--- config.mk ---
export PLATFORM = sky130hd
export DESIGN_NAME = adcrp_readout
export DESIGN_NICKNAME = d
export VERILOG_FILES = /design/src/design/adcrp_pkg.sv /design/src/design/adcrp_readout.sv
export SDC_FILE = /design/constraint.sdc
export NUM_CORES = 1
export LEC_CHECK = 0
export ABC_AREA = 1
export BUFFER_PORTS_ARGS = -buffer_cell sky130_fd_sc_hd__buf_2
export CORE_MARGIN = 2
export CORE_UTILIZATION = 50
export DETAILED_ROUTE_END_ITERATION = 8
export PLACE_DENSITY = 0.68
export SLEW_MARGIN = 15
export SYNTH_ARGS = -nofsm -noshare
export SYNTH_HDL_FRONTEND = slang
export SYNTH_SLANG_ARGS = --single-unit
export TNS_END_PERCENT = 5
--- constraint.sdc ---
create_clock -name clk -period 2.1 [get_ports clk]
set_input_delay 0.525 -clock clk [delete_from_list [all_inputs] [get_ports clk]]
set_output_delay 0.525 -clock clk [all_outputs]
set_load 0.05 [all_outputs]
--- src/design/adcrp_pkg.sv ---
// Contract
// - Parallel pins driven only with read_convert high and chip select low.
// - Byte select low gives upper byte, high gives lower byte.
// - Byte select may toggle mid-cycle; presented byte follows it.
// - Result contents are undefined until the first conversion completes.
// - Conversion end updates result and raises busy; result then readable.
// - Output format low selects serial delivery, internal or external clock.
// - Internal clock: bit clock always driven; serial line driven while busy low.
// - External clock: serial line driven only with chip select low, read high.
// - Serial modes: frame pulse always output, daisy input always input.
// - Internal clock: conversion start shifts previous result over 16 pulses.
// - External clock, busy high: enable gives frame pulse, then result bits.
// - External clock: after result, daisy input follows delayed 16 clocks.
// - Continuous mode: falling select or read_convert restarts conversions.
// - Results two's complement, serial MSB first.
// - Select and read_convert low 40ns start conversion; busy drops.
// - Conversion requests while busy low are ignored.
// - Internal clock: after 16th pulse clock low, line takes first daisy level.
package adcrp_pkg;

  localparam int CLK_NS          = 20;
  localparam int RESULT_W        = 16;
  localparam int BYTE_W          = 8;
  localparam int FIFO_DEPTH      = 32;
  localparam int CNT_W           = 10;

  localparam int START_NS        = 40;
  localparam int START_CYC       = (START_NS + CLK_NS - 1) / CLK_NS;
  localparam int CONV_NS         = 20000;
  localparam int CONV_CYC        = CONV_NS / CLK_NS;
  localparam int DCLK_DELAY_NS   = 1400;
  localparam int DCLK_DELAY_CYC  = DCLK_DELAY_NS / CLK_NS;
  localparam int DCLK_PERIOD_NS  = 1100;
  localparam int DCLK_HALF_CYC   = DCLK_PERIOD_NS / 2 / CLK_NS;
  localparam int SERIAL_BITS     = 16;

  localparam logic [2:0]          START_LAST = 3'(START_CYC - 1);
  localparam logic [CNT_W-1:0]    CONV_LAST  = CNT_W'(CONV_CYC - 1);
  localparam logic [CNT_W-1:0]    DELAY_LOAD = CNT_W'(DCLK_DELAY_CYC - 1);
  localparam logic [CNT_W-1:0]    HALF_LOAD  = CNT_W'(DCLK_HALF_CYC - 1);
  localparam logic [4:0]          LAST_PULSE = 5'(SERIAL_BITS - 1);
  localparam logic [RESULT_W-1:0] RESULT_RST = 16'h0000;

  typedef struct packed {
    logic chip_select_n;
    logic read_convert;
    logic byte_select;
    logic output_format_select;
    logic clock_source_select;
    logic continuous_convert_select;
    logic power_down_input;
    logic daisy_chain_input;
    logic bit_clock_in;
  } adcrp_pins_t;

  // Idle levels, so a flushed synchroniser never fakes a start request
  localparam adcrp_pins_t PINS_RST = 9'h180;

  typedef enum logic [1:0] {
    ST_IDLE = 2'b00,
    ST_CONV = 2'b01,
    ST_LOAD = 2'b10
  } adcrp_state_t;

endpackage : adcrp_pkg

--- src/design/adcrp_readout.sv ---
`timescale 1ns/100ps
`default_nettype none

module adcrp_fifo #(
  parameter int WIDTH = 16,
  parameter int DEPTH = 32
) (
  input  wire logic             clk,
  input  wire logic             sys_rst,
  input  wire logic [WIDTH-1:0] in_data,
  input  wire logic             in_valid,
  output var  logic             in_ready,
  output logic      [WIDTH-1:0] out_data,
  output logic                  out_valid,
  input  wire logic             out_ready
);
  localparam int AW = $clog2(DEPTH);

  logic [WIDTH-1:0] mem [DEPTH];
  logic [AW-1:0]    wr_ptr_q;
  logic [AW-1:0]    rd_ptr_q;
  logic [AW:0]      count_q;
  logic [AW:0]      count_d;
  wire              push = in_valid & in_ready;
  wire              pop  = out_valid & out_ready;

  assign out_valid = (count_q != '0);
  assign out_data  = mem[rd_ptr_q];
  assign count_d   = (push & ~pop) ? count_q + 1'b1 :
                     (pop & ~push) ? count_q - 1'b1 : count_q;

  // Ready is registered so the top can drive it straight from a flop
  always_ff @(posedge clk) begin
    if (sys_rst) begin
      wr_ptr_q <= '0;
      rd_ptr_q <= '0;
      count_q  <= '0;
      in_ready <= 1'b0;
    end else begin
      wr_ptr_q <= wr_ptr_q + AW'(push);
      rd_ptr_q <= rd_ptr_q + AW'(pop);
      count_q  <= count_d;
      in_ready <= (count_d != (AW+1)'(DEPTH));
    end
  end

  always_ff @(posedge clk) begin
    if (push) begin
      mem[wr_ptr_q] <= in_data;
    end
  end

endmodule : adcrp_fifo

module adcrp_readout
  import adcrp_pkg::*;
(
  input  wire logic                clk,
  input  wire logic                sys_rst,
  input  wire logic                chip_select_n,
  input  wire logic                read_convert,
  input  wire logic                byte_select,
  input  wire logic                output_format_select,
  input  wire logic                clock_source_select,
  input  wire logic                continuous_convert_select,
  input  wire logic                power_down_input,
  input  wire logic                daisy_chain_input,
  input  wire logic                serial_bit_clock_i,
  input  wire logic [RESULT_W-1:0] sample_data,
  input  wire logic                sample_valid,
  output var  logic                sample_ready,
  output var  logic                busy_n,
  output var  logic [BYTE_W-1:0]   parallel_data,
  output var  logic [BYTE_W-1:0]   parallel_data_oe,
  output var  logic                serial_bit_clock_o,
  output var  logic                serial_bit_clock_oe,
  output var  logic                serial_output_line,
  output var  logic                serial_output_line_oe,
  output var  logic                frame_pulse
);

  adcrp_pins_t  pins_raw;
  adcrp_pins_t  pins_meta_q;
  adcrp_pins_t  pins_q;
  adcrp_pins_t  pins_prev_q;
  adcrp_state_t state_q;
  logic [2:0]          low_cnt_q;
  logic [CNT_W-1:0]    conv_cnt_q;
  logic [RESULT_W-1:0] result_q;
  logic [RESULT_W-1:0] shift_q;
  logic                int_active_q;
  logic [CNT_W-1:0]    int_tmr_q;
  logic [4:0]          int_pulses_q;
  logic                int_done_q;
  logic                tag_cap_q;
  logic [1:0]          ext_cnt_q;
  logic                ext_en_prev_q;
  logic                frame_q;
  logic                ser_q;
  logic [RESULT_W-1:0] fifo_data;
  logic                fifo_valid;

  // Every pin crosses two flops before any logic reads it
  assign pins_raw = '{chip_select_n:             chip_select_n,
                      read_convert:              read_convert,
                      byte_select:               byte_select,
                      output_format_select:      output_format_select,
                      clock_source_select:       clock_source_select,
                      continuous_convert_select: continuous_convert_select,
                      power_down_input:          power_down_input,
                      daisy_chain_input:         daisy_chain_input,
                      bit_clock_in:              serial_bit_clock_i};

  always_ff @(posedge clk) begin
    if (sys_rst) begin
      pins_meta_q <= PINS_RST;
      pins_q      <= PINS_RST;
      pins_prev_q <= PINS_RST;
    end else begin
      pins_meta_q <= pins_raw;
      pins_q      <= pins_meta_q;
      pins_prev_q <= pins_q;
    end
  end

  wire serial_mode  = ~pins_q.output_format_select;
  wire ext_clk_mode = serial_mode & pins_q.clock_source_select;
  wire int_clk_mode = serial_mode & ~pins_q.clock_source_select;
  wire read_sel     = ~pins_q.chip_select_n & pins_q.read_convert;
  wire both_low     = ~pins_q.chip_select_n & ~pins_q.read_convert;
  wire held_long    = both_low & (low_cnt_q >= START_LAST);
  wire fall_edge    = (pins_prev_q.chip_select_n & ~pins_q.chip_select_n) |
                      (pins_prev_q.read_convert & ~pins_q.read_convert);
  wire cont_restart = pins_q.continuous_convert_select & both_low & fall_edge;
  wire start_go     = (state_q == ST_IDLE) & ~pins_q.power_down_input &
                      (held_long | cont_restart);
  wire conv_end     = (state_q == ST_LOAD) & fifo_valid;
  wire ext_en       = ext_clk_mode & read_sel;
  wire ext_rise     = pins_q.bit_clock_in & ~pins_prev_q.bit_clock_in;
  wire ext_arm      = ext_en & ~ext_en_prev_q & busy_n;
  // Loading while the external clock is high drops the new word
  wire ext_reload   = conv_end & ext_en & ~pins_q.bit_clock_in;
  wire int_edge     = int_active_q & (int_tmr_q == '0);

  always_ff @(posedge clk) begin
    if (sys_rst) begin
      low_cnt_q <= '0;
    end else if (!both_low) begin
      low_cnt_q <= '0;
    end else if (low_cnt_q != 3'h7) begin
      low_cnt_q <= low_cnt_q + 3'h1;
    end
  end

  // Conversion sequencer; results come from the sample FIFO
  always_ff @(posedge clk) begin
    if (sys_rst) begin
      state_q    <= ST_IDLE;
      conv_cnt_q <= '0;
      busy_n     <= 1'b1;
      result_q   <= RESULT_RST;
    end else begin
      case (state_q)
        ST_IDLE: begin
          if (start_go) begin
            state_q    <= ST_CONV;
            conv_cnt_q <= '0;
            busy_n     <= 1'b0;
          end
        end
        ST_CONV: begin
          conv_cnt_q <= conv_cnt_q + 1'b1;
          if (conv_cnt_q == CONV_LAST) begin
            state_q <= ST_LOAD;
          end
        end
        ST_LOAD: begin
          // Stalls with busy low until a sample is available
          if (fifo_valid) begin
            result_q <= fifo_data;
            busy_n   <= 1'b1;
            state_q  <= ST_IDLE;
          end
        end
        default: begin
          state_q <= ST_IDLE;
          busy_n  <= 1'b1;
        end
      endcase
    end
  end

  // Internal bit clock: delay, then 16 pulses from the divider
  always_ff @(posedge clk) begin
    if (sys_rst) begin
      int_active_q       <= 1'b0;
      int_tmr_q          <= '0;
      int_pulses_q       <= '0;
      int_done_q         <= 1'b0;
      tag_cap_q          <= 1'b0;
      serial_bit_clock_o <= 1'b0;
    end else if (start_go && int_clk_mode) begin
      int_active_q       <= 1'b1;
      int_tmr_q          <= DELAY_LOAD;
      int_pulses_q       <= '0;
      int_done_q         <= 1'b0;
      serial_bit_clock_o <= 1'b0;
    end else if (int_active_q) begin
      int_tmr_q <= (int_tmr_q == '0) ? HALF_LOAD : int_tmr_q - 1'b1;
      if (int_edge && !serial_bit_clock_o) begin
        serial_bit_clock_o <= 1'b1;
        if (int_pulses_q == '0) begin
          tag_cap_q <= pins_q.daisy_chain_input;
        end
      end else if (int_edge) begin
        serial_bit_clock_o <= 1'b0;
        int_pulses_q       <= int_pulses_q + 5'h01;
        if (int_pulses_q == LAST_PULSE) begin
          int_active_q <= 1'b0;
          int_done_q   <= 1'b1;
        end
      end
    end
  end

  // External bit clock framing; shifting is done in the shared shifter
  always_ff @(posedge clk) begin
    if (sys_rst) begin
      ext_cnt_q     <= '0;
      ext_en_prev_q <= 1'b0;
      frame_q       <= 1'b0;
    end else begin
      ext_en_prev_q <= ext_en;
      if (!ext_clk_mode) begin
        ext_cnt_q <= '0;
        frame_q   <= 1'b0;
      end else if (ext_arm || ext_reload) begin
        ext_cnt_q <= '0;
        frame_q   <= 1'b0;
      end else if (ext_en && ext_rise) begin
        frame_q <= (ext_cnt_q == 2'h0);
        if (ext_cnt_q != 2'h2) begin
          ext_cnt_q <= ext_cnt_q + 2'h1;
        end
      end
    end
  end

  // One shifter serves both clock sources; MSB leaves first
  always_ff @(posedge clk) begin
    if (sys_rst) begin
      shift_q <= RESULT_RST;
      ser_q   <= 1'b0;
    end else if ((start_go && int_clk_mode) || ext_arm || ext_reload) begin
      shift_q <= (ext_reload) ? fifo_data : result_q;
    end else if (int_active_q) begin
      ser_q <= shift_q[RESULT_W-1];
      if (int_edge && serial_bit_clock_o) begin
        shift_q <= {shift_q[RESULT_W-2:0], 1'b0};
      end
    end else if (int_done_q && int_clk_mode) begin
      ser_q <= tag_cap_q;
    end else if (ext_en && ext_rise && ext_cnt_q != 2'h0) begin
      ser_q   <= shift_q[RESULT_W-1];
      shift_q <= {shift_q[RESULT_W-2:0], pins_q.daisy_chain_input};
    end
  end

  // Output stage: every pin and enable leaves from a flop
  wire par_en = pins_q.output_format_select & read_sel;
  wire [BYTE_W-1:0] byte_mux = pins_q.byte_select ? result_q[BYTE_W-1:0]
                                                  : result_q[RESULT_W-1:BYTE_W];
  wire ser_oe = int_clk_mode ? ~busy_n : ext_en;

  always_ff @(posedge clk) begin
    if (sys_rst) begin
      parallel_data         <= '0;
      parallel_data_oe      <= '0;
      serial_bit_clock_oe   <= 1'b0;
      serial_output_line    <= 1'b0;
      serial_output_line_oe <= 1'b0;
      frame_pulse           <= 1'b0;
    end else begin
      parallel_data         <= byte_mux;
      parallel_data_oe      <= {BYTE_W{par_en}};
      serial_bit_clock_oe   <= int_clk_mode;
      serial_output_line    <= ser_q;
      serial_output_line_oe <= ser_oe;
      frame_pulse           <= frame_q & serial_mode;
    end
  end

  adcrp_fifo #(
    .WIDTH (RESULT_W),
    .DEPTH (FIFO_DEPTH)
  ) u_fifo (
    .clk       (clk),
    .sys_rst   (sys_rst),
    .in_data   (sample_data),
    .in_valid  (sample_valid),
    .in_ready  (sample_ready),
    .out_data  (fifo_data),
    .out_valid (fifo_valid),
    .out_ready (conv_end)
  );

endmodule : adcrp_readout

`default_nettype wire

# After elaboration in Yosys (flattened, before gate mapping)
# Memory sizes are Yosys's and may differ from the RTL's. A register that Yosys moved wholly into a read port is not among the register bits.
# Cells that the tools add are included.
dict set report classes {
  div 0
  n_eq_ne 12
  n_shift 0
  n_bitwise 44
  reduce_logical 35
  magnitude_cmp 1
  n_mul 0
  n_addsub 9
  n_mux 35
}
# cell n
set ops {}
lappend ops {{$mux 16} 6}
lappend ops {{$and 1x1->1} 25}
lappend ops {{$mux 10} 2}
lappend ops {{$pmux 10 s2} 1}
lappend ops {{$not 1->1} 17}
lappend ops {{$mux 1} 15}
lappend ops {{$mux 7} 2}
lappend ops {{$mux 6} 2}
lappend ops {{$reduce_and 3->1} 4}
lappend ops {{$add 10x1->10 const B} 1}
lappend ops {{$add 5x1->5} 2}
lappend ops {{$eq 10x10->1 const B} 1}
lappend ops {{$logic_not 10->1} 1}
lappend ops {{$reduce_and 2->1} 5}
lappend ops {{$sub 10x1->10 const B} 1}
lappend ops {{$mux 8} 1}
lappend ops {{$ne 2x2->1 const B} 4}
lappend ops {{$reduce_and 4->1} 2}
lappend ops {{$reduce_bool 2->1} 4}
lappend ops {{$add 6x1->6 const B} 1}
lappend ops {{$logic_and 1x1->1} 6}
lappend ops {{$mux 2} 3}
lappend ops {{$ne 3x3->1 const B} 2}
lappend ops {{$ne 6x6->1 const B} 1}
lappend ops {{other kinds (21)} 27}
dict set report word_totals {
  n_memories 1
  latch_bits 0
  mem_bits_rw 512
  wordCells 185
  ff_bits 123
  rom_bits 0
  out_inout_bits 23
}
# memory words width read_ports rd_ports_with_merged_regs wr line_no
set mem_list {}
lappend mem_list {u_fifo.mem 32 16 1 1 1 adcrp_readout.sv:19} ;# logic [WIDTH-1:0] mem [DEPTH];

# Logic depth before layout (Yosys ltp)
dict set report depth {
  ltp_word 11
  depth_mapped 14
  depth_no_buf 14
}

# Hierarchy
# A second synthesis with hierarchy kept.
dict set report unflattened {
  hier_cells 2308
  area_unflattened_um2 25781.0
}
# mod area_each_um2 instances cells_per_inst seq_area_each_um2
set by_module_without_submodules {}
lappend by_module_without_submodules {adcrp_fifo 21135.3 1 1659 15715.1}
lappend by_module_without_submodules {adcrp_readout 4645.7 1 649 2122.0}

# Worst setup path before layout
# Ideal clock, no wire load.
dict set report synth_timing {
  kind {flip-flop to flip-flop}
  startpoint {reg u_fifo.in_ready}
  endpoint {mem u_fifo.mem[10][0], enable pin}
  setup_time_ps 388
  path_slack_ps -101
  arrival_ps 1812
  n_path_buf 0
  path_stages_with_launch 5
  path_cell_list {dfxtp_1 nand2_1 clkinv_1 nand3_1 nor2_1}
}
dict set report synth_via {
  elab_chain_len 3
}
# item line_no
set synth_lines {}
lappend synth_lines {{start, declared} adcrp_readout.sv:12} ;# output var logic in_ready,
lappend synth_lines {{start signal, assigned} adcrp_readout.sv:43} ;# in_ready <= (count_d != (AW+1)'(DEPTH));
lappend synth_lines {{$and 1x1->1} adcrp_readout.sv:24} ;# wire push = in_valid & in_ready;
lappend synth_lines {{$mux 1} adcrp_readout.sv:48} ;# if (push) begin
lappend synth_lines {{$mux 1 (not written as such)} adcrp_readout.sv:49} ;# mem[wr_ptr_q] <= in_data;
lappend synth_lines {{end, declared} adcrp_readout.sv:19}
# No other way between the ends.

==> results by group <==
Critical path
  • Critical path origin: u_fifo.rd_ptr_q[0]
  • R2r startpoint: u_fifo.rd_ptr_q[0]
  • Worst path max stage delay: 0.45 ns
  • Critical Path RT: around 2.6 ns
  • Crit path cell chain: clkinv_8, buf_12, nand2_1, nand3_1, nand3_1, nand2_1, nand2_1, nand3_1, nand2_1, nand2_1, nand2_1, a21oi_1
  • Kind of critical path: reg2reg
  • Crit-path most repeated cell: nand2_1
  • Crit path DAT: approximately 2.5 ns
  • Startpoint types: register
  • Crit. End Element: register
  • Critical-path top delay cell: dfxtp_4
  • Crit Path Max Fanout: 27

Die
  • IO Pins: slightly above 50
  • Starting density of the core: 50.8%
  • Num rows: 83
  • Die area: 54,100 sq um
  • Die X: 233 microns
  • CORE AREA: 51,500 sq um
  • Die Ht: around 230 microns

Layout
  • ANT cells: 0
  • # nets final: 2,593
  • P&R area growth vs syn: 14.1%
  • Fraction of layout cells with a size suffix above 1: 10.8%
  • Fin util: 57.9%

Synthesis
  • Cell taking the most area after synthesis: edfxtp_1
  • Syn Inst Count: 2,479
  • Synthesized flop and latch total: approximately 640
  • Post-synth cell types: 44
  • Top area cells in the synthesized netlist: edfxtp_1, nand2_1, dfxtp_1
  • Seq/Total Area, Yosys: about two thirds
  • Share of the synthesized area in the top cell type: around three fifths
  • Warnings from Yosys: 0
  • Post-synth net total: 2,523
  • Syn Std Cell Area: between 20,000 and 30,000 sq um
  • Syn Area/Cell: 10.5 sq um

Placed design
  • GP Congestion: 0.855
  • Port bufs: 50
  • Dpl ws: 0.0278 ns
  • Hpwl dp: 38.2 mm

Global route
  • GRT Util Overall: 23.6%
  • First-pass GRT wire length: 97.7 mm
  • Vias in the first global route: 17,200
  • Largest net degree at the start of global routing: 70
  • Initial antenna violation count: 0
  • Gr ovfl total: 0

Clock network
  • H-tree levels: 3
  • Clock-pin slew on the worst setup and hold paths: 0.06 ns
  • CTS buffer count: between 60 and 70
  • CTS tree: yes
  • CTS root buf: clkbuf_16
  • Clk Latency, worst-skew pair: 0.60 ns
  • Max clock buf depth: 3
  • CTS sink count: approximately 640
  • Cts hold-fix bufs: 0

Timing
  • Setup violators final: 0
  • Setup TNS: 0 ns
  • Final period utilization: 97.3%
  • Max_slew headroom: 46.9%
  • Clock skew: ~0.023 ns
  • Final Hold Fails: 0
  • Fmax: between 400 and 500 MHz
  • Actual slew at the worst max-slew pin: 0.797 ns
  • Min Clock Period, post-route: roughly 2.0 ns
  • Setup ws final: roughly 0.058 ns
  • Final slew viol count: 0

Detailed routing
  • DR WL/cell: between 15 and 20 microns
  • Via count: 18,100
  • Residual DRC: 0
  • DR vias/cell: 5.52
  • DR iter-0 viols: 1,710
  • ANT nets after route: 0
  • WL final: 64.5 mm
  • Drt pass-1 iters: 5

Pwr
  • Power per cell area: 863 nW/um^2
  • Peak VDD IR: 0.000922 V
  • Leakage power: about 0.011 uW

Run status
  • Status: finished clean

Hold path
  • Hold path start: read_convert
  • Min-Delay Path Class: in2reg

Flow run
  • Max Cap Viol: 0
[worst max-delay path: cells and delay by family (launching register included)]
kind,cells,cell delay [ns]
compound gates,1,0.06
buf+inv,2,0.38
flops,1,0.45
simple gates,9,1.01
[final cells by class]
cell class / count / area [sq um]
timing repair buffer: 142 / 1420
inverter: 105 / 417
fill: 4237 / 21700
clock buffer: 84 / 1830
clock inverter: 35 / 267
tap: 680 / 851
multi-input combinational: 1599 / 7220
sequential: 635 / 17800
[layout by cell type, fill, tap and decap left out, types with 3 or more instances in the layout]
cell,instances
or2_2,7
bufinv_16,4
clkinv_2,14
a21oi_1,60
edfxtp_1,512
buf_16,3
clkinv_1,18
nand2_2,6
nor2_1,154
nor3_1,10
buf_4,57
nand2_1,783
clkbuf_1,13
nand3_2,4
nand3_1,445
xnor2_1,3
a211oi_1,9
o211ai_1,3
clkbuf_16,75
nand4_1,3
buf_12,28
xor2_1,8
inv_2,7
inv_1,91
o21ai_0,59
buf_2,50
dfxtp_1,119
a31oi_1,4
ha_1,16
nor2_2,3
[sequential cells by signal, summed over array words and instances (netlist names), 6 cells and up]
signal	count
u_fifo.mem	512
result_q	16
pins_meta_q	9
int_tmr_q	10
conv_cnt_q	10
pins_q	9
shift_q	16
u_fifo.count_q	6
parallel_data	8
[synth_stat cells (all sizes together)]
cell type,number
xnor2,3
xor2,8
clkbuf,37
nand2,790
edfxtp,512
o211ai,3
dfxtp,123
buf,103
a221oi,2
ha,16
clkinv,4
o21ai,60
a211oi,9
nor3,12
nor2,161
a21oi,62
nand4,4
o21a,2
a31oi,4
a41oi,1
or2,8
inv,101
a21boi,1
o22ai,1
nand3,451
mux2i,1
[metal layers]
layer | up-vias | track usage (%) | share of wire [%]
met5 | - | 0 | 0
met4 | 0 | 6.81 | 2.3
met1 | 8651 | 32.7 | 42
met2 | 754 | 38.0 | 47
li1 | 8607 | - | -
met3 | 101 | 4.69 | 8.3
[final timing paths]
kind                     to  slack [ns]  cells past startpoint
max             shift_q[13]        0.06                     12
min reg2reg       pins_q[6]        0.40                      2
max reg2reg     shift_q[13]        0.06                     12
min          pins_meta_q[7]        0.11                      2
[kinds of logic (layout without fill, tap and decap cells)]
group           Yosys count  after routing  share of synthesized area, %
compound gates          145            145                          3.04
xor+xnor                 11             11                         0.368
fa+ha+maj                16             16                         0.766
buf+inv                 245            366                          4.27
flops                   635            635                          68.2
mux                       1              1                        0.0383
simple gates           1426           1426                          23.3
[power breakdown]
group / switching, uW / internal [uW] / total, uW
Sequential: 34.3 / 13700 / 13700
Clock: 4720 / 6640 / 11400
Combinational: 525 / 188 / 713
Total: 5280 / 20500 / 25800
[metrics by stage]
stage,hold WS (ns),cell area (sq um),power [uW],cells
floorplan,0.388,26200,14300,2479
global placement,0.396,27500,14600,3151
detailed placement,0.397,27500,14700,3151
CTS,0.0716,29600,26000,3270
global route,0.0926,29800,26500,3280
finish,0.109,29800,25800,3280
[what timing repair did]
action	CTS	global route
setup endpoints to repair	0	19
resized for setup	0	14
buffers inserted	0	6
(Power assumes the default switching activity.)
